[src/common/pmc_pkg.sv]
// Shared constants and types for the modulator configuration and lock detector
package pmc_pkg;

   // Register addresses on the serial register port
   localparam logic [4:0] REG_INTG = 5'h03;
   localparam logic [4:0] REG_FRAC = 5'h04;
   localparam logic [4:0] REG_SD = 5'h06;
   localparam logic [4:0] REG_LD = 5'h07;
   localparam logic [4:0] REG_GPO = 5'h0f;
   localparam logic [4:0] REG_STAT = 5'h12;

   // Reset values
   localparam logic [18:0] INTG_RST = 19'h00019;
   localparam logic [23:0] FRAC_RST = 24'h000000;
   localparam logic [23:0] SD_RST = 24'h200b4a;
   localparam logic [23:0] LD_RST = 24'h00014d;
   localparam logic [23:0] GPO_RST = 24'h000001;

   // Modulator configuration fields
   localparam int SD_SEED_LSB = 0;
   localparam int SD_BYPASS_BIT = 7;
   localparam int SD_SEED_AUTOLOAD_BIT = 8;
   localparam int SD_CORE_EN_BIT = 11;

   // Seed codes and preset values
   localparam logic [1:0] SEED_ZERO = 2'h0;
   localparam logic [1:0] SEED_LSB = 2'h1;
   localparam logic [1:0] SEED_PRE_A = 2'h2;
   localparam logic [23:0] SEED_VAL_LSB = 24'h000001;
   localparam logic [23:0] SEED_VAL_A = 24'hb29d08;
   localparam logic [23:0] SEED_VAL_B = 24'h50f1cd;

   // Lock detect configuration fields
   localparam int LD_CNT_LSB = 0;
   localparam int LD_EN_BIT = 3;
   localparam int LD_WTYPE_BIT = 6;
   localparam int LD_DUR_LSB = 7;
   localparam int LD_FCLK_LSB = 10;

   // Output select fields and pin function codes
   localparam int GPO_SEL_LSB = 0;
   localparam int GPO_SHARE_BIT = 6;
   localparam logic [4:0] GPO_SEL_LOCK = 5'h01;
   localparam logic [4:0] GPO_SEL_LDCLK = 5'h02;
   localparam int STAT_LOCK_BIT = 1;

   // Analog window expressed in system clock cycles, rounded down, at least one
   localparam int CLK_PERIOD_NS = 40;
   localparam int ANA_WIN_NS = 10;
   localparam int ANA_WIN_CYC_I = (ANA_WIN_NS / CLK_PERIOD_NS) < 1 ? 1
                                  : (ANA_WIN_NS / CLK_PERIOD_NS);
   localparam logic [7:0] ANA_WIN_CYC = ANA_WIN_CYC_I[7:0];

   // Register port request
   typedef struct packed {
      logic wr;
      logic rd;
      logic [4:0] addr;
      logic [23:0] wdata;
   } pmc_reg_req_t;

   // Seed code to modulator start value
   function automatic logic [23:0] pmc_seed_value(input logic [1:0] code);
      case (code)
         SEED_ZERO: pmc_seed_value = 24'h000000;
         SEED_LSB: pmc_seed_value = SEED_VAL_LSB;
         SEED_PRE_A: pmc_seed_value = SEED_VAL_A;
         default: pmc_seed_value = SEED_VAL_B;
      endcase
   endfunction

   // Consecutive hit target per code
   function automatic logic [15:0] pmc_hit_target(input logic [2:0] code);
      case (code)
         3'h0: pmc_hit_target = 16'h0005;
         3'h1: pmc_hit_target = 16'h0020;
         3'h2: pmc_hit_target = 16'h0060;
         3'h3: pmc_hit_target = 16'h0100;
         3'h4: pmc_hit_target = 16'h0200;
         3'h5: pmc_hit_target = 16'h0800;
         3'h6: pmc_hit_target = 16'h2000;
         default: pmc_hit_target = 16'hffff;
      endcase
   endfunction

endpackage

[src/rtl/pmc_ld_clk_div.sv]
// Divider that makes the internal lock-detect clock as half-period ticks
`timescale 1ns/1ns
module pmc_ld_clk_div
   import pmc_pkg::*;
(
   // Clock and reset
   input wire logic clk,
   input wire logic rst_b,
   // Control
   input wire logic en,
   input wire logic [1:0] rate_code,
   // Outputs
   output logic half_tick,
   output logic ld_clk
);

   logic [3:0] cnt_reg, cnt_next;
   logic tick_reg, tick_next;
   logic clk_reg, clk_next;
   logic [3:0] last;

   // Half period is two to the power of the rate code system cycles
   always_comb
   begin
      last = 4'((4'h1 << rate_code) - 4'h1);
      cnt_next = cnt_reg;
      tick_next = 1'b0;
      clk_next = clk_reg;
      if (!en)
      begin
         cnt_next = 4'h0;
         clk_next = 1'b0;
      end
      else if (cnt_reg >= last)
      begin
         cnt_next = 4'h0;
         tick_next = 1'b1;
         clk_next = ~clk_reg;
      end
      else
      begin
         cnt_next = cnt_reg + 4'h1;
      end
   end

   // State registers
   always_ff @(posedge clk or negedge rst_b)
   begin
      if (!rst_b)
      begin
         cnt_reg <= 4'h0;
         tick_reg <= 1'b0;
         clk_reg <= 1'b0;
      end
      else
      begin
         cnt_reg <= cnt_next;
         tick_reg <= tick_next;
         clk_reg <= clk_next;
      end
   end

   assign half_tick = tick_reg;
   assign ld_clk = clk_reg;

endmodule // pmc_ld_clk_div

[src/rtl/pmc_hit_count.sv]
// Consecutive in-window hit counter and lock flag
`timescale 1ns/1ns
module pmc_hit_count
   import pmc_pkg::*;
#(
   parameter int CW = 16
)
(
   // Clock and reset
   input wire logic clk,
   input wire logic rst_b,
   // Events
   input wire logic en,
   input wire logic hit,
   input wire logic miss,
   input wire logic [CW-1:0] target,
   // Outputs
   output logic locked
);

   logic [CW-1:0] cnt_reg, cnt_next;
   logic lock_reg, lock_next;

   // A miss restarts the run; hold once the target is reached
   always_comb
   begin
      cnt_next = cnt_reg;
      lock_next = lock_reg;
      if (!en || miss)
      begin
         cnt_next = '0;
         lock_next = 1'b0;
      end
      else if (hit)
      begin
         if (cnt_reg < target)
         begin
            cnt_next = cnt_reg + 1'b1;
         end
         if (cnt_next >= target)
         begin
            lock_next = 1'b1;
         end
      end
   end

   // State registers
   always_ff @(posedge clk or negedge rst_b)
   begin
      if (!rst_b)
      begin
         cnt_reg <= '0;
         lock_reg <= 1'b0;
      end
      else
      begin
         cnt_reg <= cnt_next;
         lock_reg <= lock_next;
      end
   end

   assign locked = lock_reg;

endmodule // pmc_hit_count

[src/rtl/pmc_top.sv]
// Modulator configuration, calibration trigger and lock detector
`timescale 1ns/1ns
// Notes on behaviour
// RULE1: seed code picks zero, lsb or preset
// RULE2: seed loads only on frequency change with autoload
// RULE3: bypass bit removes modulator from divider path
// RULE4: bypassed modulator still steps when released
// RULE5: core enable bit switches fractional core
// RULE6: core enable picks which write starts calibration
// RULE7: lock detect enable gates all detection
// RULE8: only arrival difference magnitude matters
// RULE9: lock after target consecutive in-window edges
// RULE10: window type zero uses fixed short window
// RULE11: host avoids analog window at high rates
// RULE12: window type one uses counted clock cycles
// RULE13: lock-detect clock rate set by field
// RULE14: lock-detect clock observable on test pin
// RULE15: lock flag readable in status register
// RULE16: select value one drives lock on pin
// RULE17: pin carries serial data during reads
// RULE18: target codes give 5 up to 65535
// RULE19: duration codes give half to 64 cycles
// RULE20: out-of-window pair restarts count, drops lock
module pmc_top
   import pmc_pkg::*;
(
   // Clock and reset
   input wire logic CLOCK,
   input wire logic RST_B,
   // Register port from the serial interface
   input wire pmc_reg_req_t REG_REQ,
   output logic [23:0] REG_RDATA,
   output logic REG_RVALID,
   // Phase detector events
   input wire logic REF_EDGE,
   input wire logic VCO_EDGE,
   input wire logic PFD_TICK,
   input wire logic MOD_RST_B,
   // Serial read in progress
   input wire logic SPI_READ_ACTIVE,
   input wire logic SPI_SDO,
   // Divider and calibration
   output logic [18:0] DIV_N,
   output logic VCO_CAL_START,
   // Lock outputs
   output logic LOCK_DETECT,
   output logic LOCK_PIN,
   output logic LOCK_PIN_OE
);

   typedef enum {LD_IDLE, LD_REF_FIRST, LD_VCO_FIRST} pmc_ld_state_t;

   logic [18:0] intg_reg, intg_next;
   logic [23:0] frac_reg, frac_next;
   logic [23:0] sd_reg, sd_next;
   logic [23:0] ld_reg, ld_next;
   logic [23:0] gpo_reg, gpo_next;
   logic [23:0] rdata_reg, rdata_next;
   logic rvalid_reg, rvalid_next;
   logic [23:0] acc_reg, acc_next;
   logic carry_reg, carry_next;
   logic [18:0] div_reg, div_next;
   logic cal_reg, cal_next;
   logic pin_reg, pin_next;
   logic oe_reg;
   pmc_ld_state_t st_reg, st_next;
   logic [7:0] el_reg, el_next;
   logic hit_reg, hit_next;
   logic miss_reg, miss_next;
   logic core_en, bypass, seed_autoload, ld_en, wtype, cal_fire, step;
   logic [24:0] sum;
   logic [7:0] win;
   logic inc, half_tick, ld_clk, locked;

   // Configuration decode
   assign core_en = sd_reg[SD_CORE_EN_BIT];
   assign bypass = sd_reg[SD_BYPASS_BIT];
   assign seed_autoload = sd_reg[SD_SEED_AUTOLOAD_BIT];
   assign ld_en = ld_reg[LD_EN_BIT];
   assign wtype = ld_reg[LD_WTYPE_BIT];

   // Calibration start write depends on core state before the write
   assign cal_fire = REG_REQ.wr && (core_en ? (REG_REQ.addr == REG_FRAC)
                                            : (REG_REQ.addr == REG_INTG)); // [RULE6]

   // Register writes and registered read answer
   always_comb
   begin
      intg_next = intg_reg;
      frac_next = frac_reg;
      sd_next = sd_reg;
      ld_next = ld_reg;
      gpo_next = gpo_reg;
      rdata_next = rdata_reg;
      rvalid_next = REG_REQ.rd;
      if (REG_REQ.wr)
      begin
         case (REG_REQ.addr)
            REG_INTG: intg_next = REG_REQ.wdata[18:0];
            REG_FRAC: frac_next = REG_REQ.wdata;
            REG_SD: sd_next = REG_REQ.wdata; // Seed code waits here as a shadow [RULE2]
            REG_LD: ld_next = REG_REQ.wdata;
            REG_GPO: gpo_next = REG_REQ.wdata;
            default: ;
         endcase
      end
      if (REG_REQ.rd)
      begin
         case (REG_REQ.addr)
            REG_INTG: rdata_next = {5'h00, intg_reg};
            REG_FRAC: rdata_next = frac_reg;
            REG_SD: rdata_next = sd_reg;
            REG_LD: rdata_next = ld_reg;
            REG_GPO: rdata_next = gpo_reg;
            REG_STAT: rdata_next = 24'(locked) << STAT_LOCK_BIT; // [RULE15]
            default: rdata_next = 24'h000000;
         endcase
      end
   end

   // Modulator keeps stepping under bypass so isolation can be tested
   assign step = core_en && MOD_RST_B && PFD_TICK; // [RULE4] [RULE5]
   assign sum = {1'b0, acc_reg} + {1'b0, frac_reg};

   always_comb
   begin
      acc_next = acc_reg;
      carry_next = 1'b0;
      if (!MOD_RST_B)
      begin
         acc_next = 24'h000000;
      end
      else if (cal_fire && seed_autoload)
      begin
         acc_next = pmc_seed_value(sd_reg[SD_SEED_LSB +: 2]); // [RULE1] [RULE2]
      end
      else if (step)
      begin
         acc_next = sum[23:0];
         carry_next = sum[24];
      end
      // Modulator carry is ignored while bypassed
      div_next = bypass ? intg_reg : 19'(intg_reg + 19'(carry_reg)); // [RULE3]
   end

   // Window length: analog short window or counted half periods
   assign win = wtype ? 8'(8'h01 << ld_reg[LD_DUR_LSB +: 3]) : ANA_WIN_CYC; // [RULE10] [RULE12] [RULE19]
   assign inc = wtype ? half_tick : 1'b1;

   // Arrival difference: symmetric states, either edge may lead
   always_comb
   begin
      st_next = st_reg;
      el_next = el_reg;
      hit_next = 1'b0;
      miss_next = 1'b0;
      if (!ld_en)
      begin
         st_next = LD_IDLE; // [RULE7]
         el_next = 8'h00;
      end
      else
      begin
         case (st_reg)
            LD_IDLE:
            begin
               el_next = 8'h00;
               if (REF_EDGE && VCO_EDGE)
               begin
                  hit_next = 1'b1;
               end
               else if (REF_EDGE)
               begin
                  st_next = LD_REF_FIRST;
               end
               else if (VCO_EDGE)
               begin
                  st_next = LD_VCO_FIRST;
               end
            end
            LD_REF_FIRST, LD_VCO_FIRST:
            begin
               if (inc && el_reg != 8'hff)
               begin
                  el_next = el_reg + 8'h01;
               end
               if ((st_reg == LD_REF_FIRST) ? VCO_EDGE : REF_EDGE)
               begin
                  hit_next = (el_reg < win); // [RULE8]
                  miss_next = !(el_reg < win); // [RULE20]
                  st_next = LD_IDLE;
               end
               else if ((st_reg == LD_REF_FIRST) ? REF_EDGE : VCO_EDGE)
               begin
                  miss_next = 1'b1; // Lead edge repeated without partner
                  el_next = 8'h00;
               end
            end
            default: st_next = LD_IDLE;
         endcase
      end
   end

   // Shared pin: serial data wins during reads when sharing
   always_comb
   begin
      if (!gpo_reg[GPO_SHARE_BIT] && SPI_READ_ACTIVE)
      begin
         pin_next = SPI_SDO; // [RULE17]
      end
      else if (gpo_reg[GPO_SEL_LSB +: 5] == GPO_SEL_LOCK)
      begin
         pin_next = locked; // [RULE16]
      end
      else if (gpo_reg[GPO_SEL_LSB +: 5] == GPO_SEL_LDCLK)
      begin
         pin_next = ld_clk; // [RULE14]
      end
      else
      begin
         pin_next = 1'b0;
      end
      cal_next = cal_fire;
   end

   // State registers
   always_ff @(posedge CLOCK or negedge RST_B)
   begin
      if (!RST_B)
      begin
         intg_reg <= INTG_RST;
         frac_reg <= FRAC_RST;
         sd_reg <= SD_RST;
         ld_reg <= LD_RST;
         gpo_reg <= GPO_RST;
         rdata_reg <= 24'h000000;
         rvalid_reg <= 1'b0;
         acc_reg <= 24'h000000;
         carry_reg <= 1'b0;
         div_reg <= INTG_RST;
         cal_reg <= 1'b0;
         pin_reg <= 1'b0;
         oe_reg <= 1'b0;
         st_reg <= LD_IDLE;
         el_reg <= 8'h00;
         hit_reg <= 1'b0;
         miss_reg <= 1'b0;
      end
      else
      begin
         intg_reg <= intg_next;
         frac_reg <= frac_next;
         sd_reg <= sd_next;
         ld_reg <= ld_next;
         gpo_reg <= gpo_next;
         rdata_reg <= rdata_next;
         rvalid_reg <= rvalid_next;
         acc_reg <= acc_next;
         carry_reg <= carry_next;
         div_reg <= div_next;
         cal_reg <= cal_next;
         pin_reg <= pin_next;
         oe_reg <= 1'b1;
         st_reg <= st_next;
         el_reg <= el_next;
         hit_reg <= hit_next;
         miss_reg <= miss_next;
      end
   end

   // Lock-detect clock divider
   pmc_ld_clk_div u_div (
      .clk(CLOCK),
      .rst_b(RST_B),
      .en(ld_en),
      .rate_code(ld_reg[LD_FCLK_LSB +: 2]), // [RULE13]
      .half_tick(half_tick),
      .ld_clk(ld_clk)
   );

   // Consecutive hit counter
   pmc_hit_count #(.CW(16)) u_cnt (
      .clk(CLOCK),
      .rst_b(RST_B),
      .en(ld_en),
      .hit(hit_reg),
      .miss(miss_reg),
      .target(pmc_hit_target(ld_reg[LD_CNT_LSB +: 3])), // [RULE9] [RULE18]
      .locked(locked)
   );

   assign REG_RDATA = rdata_reg;
   assign REG_RVALID = rvalid_reg;
   assign DIV_N = div_reg;
   assign VCO_CAL_START = cal_reg;
   assign LOCK_DETECT = locked;
   assign LOCK_PIN = pin_reg;
   assign LOCK_PIN_OE = oe_reg;
endmodule // pmc_top

[config.mk]
export PLATFORM = sky130hd
export DESIGN_NAME = pmc_top
export DESIGN_NICKNAME = d
export VERILOG_FILES = /design/src/common/pmc_pkg.sv /design/src/rtl/pmc_ld_clk_div.sv /design/src/rtl/pmc_hit_count.sv /design/src/rtl/pmc_top.sv
export SDC_FILE = /design/constraint.sdc
export NUM_CORES = 1
export LEC_CHECK = 0
export ABC_AREA = 1
export BUFFER_PORTS_ARGS = -buffer_cell sky130_fd_sc_hd__buf_2
export CAP_MARGIN = 10
export CORE_MARGIN = 1.5
export CORE_UTILIZATION = 30
export DETAILED_ROUTE_END_ITERATION = 12
export GPL_ROUTABILITY_DRIVEN = 0
export HOLD_SLACK_MARGIN = 0.05
export PLACE_DENSITY = 0.53
export SLEW_MARGIN = 30
export SYNTH_ARGS = -nofsm -noshare
export SYNTH_HDL_FRONTEND = slang
export SYNTH_SLANG_ARGS = --single-unit
[constraint.sdc]
create_clock -name CLOCK -period 4.84 [get_ports CLOCK]
set_clock_uncertainty 0.1 [all_clocks]
set_input_delay 0.968 -clock CLOCK [delete_from_list [all_inputs] [get_ports CLOCK]]
set_output_delay 0.968 -clock CLOCK [all_outputs]
set_load 0.01 [all_outputs]
==> summary.md <==
| Metric | Value |
|---|---|
| Grt ovf | `0` |
| Nets | `1611` |
| CP Capture Type | `register` |
| Combinational fraction of design power | `19.3%` |
| Worst Hold Class | `primary input to asynchronous set/reset pin` |
| Endpoints failing setup | `0` |
| Leakage power | `6.77 nW` |
| Syn nets | `1526` |
| Synth warn | `0` |
| Post-cts hold buffer count | `0` |
| Post-synth EDFFs | `0` |
| Register bit total from synthesis | `222` |
| Syn Std Cell Area | `11800 um2` |
| Postcts setup bufs | `0` |
| Int Pwr | `3.87 mW` |
| Seq pwr share | `42.9%` |
| Core footprint | `38700 um2` |
| WL final | `33900 um` |
| RSZ-0062 raised after global routing | `no` |
| Slew Viols, Final | `0` |
| Worst-case clock buffer depth | `3` |
| Fraction of registers with async set/reset | `100%` |
| Root buffer cell | `clkbuf_16` |
| Slew @ Worst Pin | `969 ps` |
| Sink Count | `222` |
| CP arrival | `4280 ps` |
| 1st-pass router iterations | `5` |
| Number of fillers in the final layout | `4087` |
| Top fanout value on the critical path | `21` |
| Seq/Total Area, Yosys | `47.2%` |
| DRC violation count after routing | `0` |
| Most frequent cells in the layout | `nand2_1, dfrtp_1, o21ai_0` |
| Switching Share | `30.2%` |
| Via-per-instance ratio | `4.84` |
| CP Launch Type | `register` |
| First-pass GRT wire length | `54500 um` |
| DP HPWL | `24900 um` |
| Clock transition at path regs | `60 ps` |
| Die ar. | `40600 um2` |
| Most used DFF post-synth | `dfrtp_1` |
| Post-synth cell types | `53` |
| CTS H-Tree Depth | `1` |
| Vias in the first global route | `9532` |
| Num rows | `72` |
| Worst slew margin | `35.2%` |
| Drt wl/cell | `16.6 um` |
| Min cycle time layout | `3970 ps` |
| Post-DRT Antenna Nets | `0` |
| DR iter-0 viols | `588` |
| Non-Filler Instances | `2037` |
| Cts bufs inserted | `25` |
| Post-Place Cells | `1991` |
| Die H | `202 um` |
| Setup TNS | `0 ps` |
| GRT Resource Usage Total | `16.9%` |
| Fin crit share | `82.0%` |
| N_diodes | `0` |
| Vias | `9855` |
| Top Ports | `87` |
| Run status | `completed` |
| Max cap viols | `0` |
| Mapped Avg Cell Area | `8.35 um2` |
| Share of cells above drive strength 1 | `13.1%` |
| Gate Count Post-Synth | `1416` |
| Worst skew pair latency | `520 ps` |
| Post-cts sizing count | `0` |
| Fmax | `252 MHz` |
| Pin count of the biggest net entering global routing | `113` |
| Final Hold Fails | `0` |
| Clock power share | `37.8%` |
| Switch Pwr | `1.67 mW` |
| CTS tree | `built` |
| Area grow syn2layout | `16.8%` |
| Peak VDD IR | `284 uV` |
| Initial antenna violation count | `2` |
| Initial Utilization | `30.5%` |
| CP required | `5150 ps` |
| Critical path class | `register to register` |
| Cell Pwr Density | `402 nW/um2` |
| PortBufs | `86` |
| Commonest non-fill, non-tap cell in the layout | `nand2_1` |
| Die width | `202 um` |
cell usage after synthesis (4+ instances only):
cell	number	area [um2]
o21ai_0	203	1020
o22ai_1	18	113
nand4_1	14	87.6
inv_1	146	548
nor2_1	63	236
xor2_1	28	245
dfstp_2	19	499
a22o_1	12	105
o21ai_1	4	20.0
ha_1	70	876
clkbuf_1	41	154
nor4_1	7	43.8
a211oi_1	4	30.0
a21oi_1	59	295
xnor2_1	13	114
nand2_2	6	37.5
nor3_1	15	75.1
nand2_1	376	1410
o211ai_1	5	37.5
inv_2	5	18.8
a221oi_1	15	131
nand3_1	45	225
dfrtp_1	203	5080
power groups by stage:
stage | logic [mW] | clock network (mW) | registers [mW]
after floorplan | 0.743 | 0 | 2.35
after global placement | 1.06 | 0 | 2.41
after detailed placement | 1.07 | 0 | 2.41
after CTS | 1.08 | 2.15 | 2.38
after global routing | 1.24 | 2.23 | 2.42
final | 1.07 | 2.09 | 2.38
final timing paths:
| path | slack (ps) | to | from | cells past startpoint |
|---|---|---|---|---|
| max in group asynchronous | 3290 | sd_reg[11] | RST_B | 3 |
| min in group CLOCK | 370 | REG_RDATA[18] | REG_RDATA[18] | 2 |
| worst max-delay path | 870 | u_cnt.locked | ld_reg[2] | 21 |
| worst min-delay path | 190 | LOCK_PIN_OE | RST_B | 1 |
| worst min register to register | 370 | REG_RDATA[18] | REG_RDATA[18] | 2 |
| worst max register to register | 870 | u_cnt.locked | ld_reg[2] | 21 |
routing by layer:
metal	up-vias	track usage, %	routed length (um)
met3	36	2.53	1780
met1	4707	24.9	16800
met5	-	0	24
li1	4886	-	-
met4	4	3.33	550
met2	222	26.1	14800
critical path, cell delays in order (launching register included):
cell      delay (ps)
dfstp_2          600
nand3_4          270
a21boi_0         260
ha_1             330
a21oi_1          120
nand3b_1         120
a21oi_1           70
nor2_1           260
nand2_4          150
nor3_4           180
nand3_1          160
o21ai_0          200
nand2_1          100
inv_1             70
ha_1             220
nand2_1           80
nor2_1            50
a211oi_1         180
o221a_2          210
nand2_1           50
nand2_1           50
nand2_1           50
stage by stage:
stage	hold WS, ps	setup slack, ps	util (%)	power, mW	instance area, um2
2_1_floorplan	353	1300	-	3.09	11800
3_3_place_gp	357	941	33.2	3.46	12900
3_5_place_dp	361	849	33.2	3.48	12900
4_1_cts	377	828	35.6	5.61	13800
5_1_grt	190	520	35.6	5.89	13800
6_report	194	873	35.6	5.55	13800
logic make-up after synthesis:
logic type / Yosys count / synth area share [%]
and+or+nand+nor: 546 / 19.8
AOI/OAI and AO/OA: 337 / 15.9
DFF: 222 / 47.2
buffers and inverters: 197 / 6.34
adders and majority gates: 71 / 7.58
xor gates and xnor gates: 42 / 3.17
other: 1 / 0.0317
cell type report:
class | instances | area [um2] | share of cell area [%]
Clock inverter | 5 | 125 | 0.906
Timing Repair Buffer | 103 | 588 | 4.26
Sequential cell | 222 | 5580 | 40.4
Clock buffer | 40 | 792 | 5.74
Tap cell | 518 | 648 | 4.69
Inverter | 152 | 571 | 4.13
Multi-Input combinational cell | 997 | 5500 | 39.9
Power figures use the tool's default switching activity.
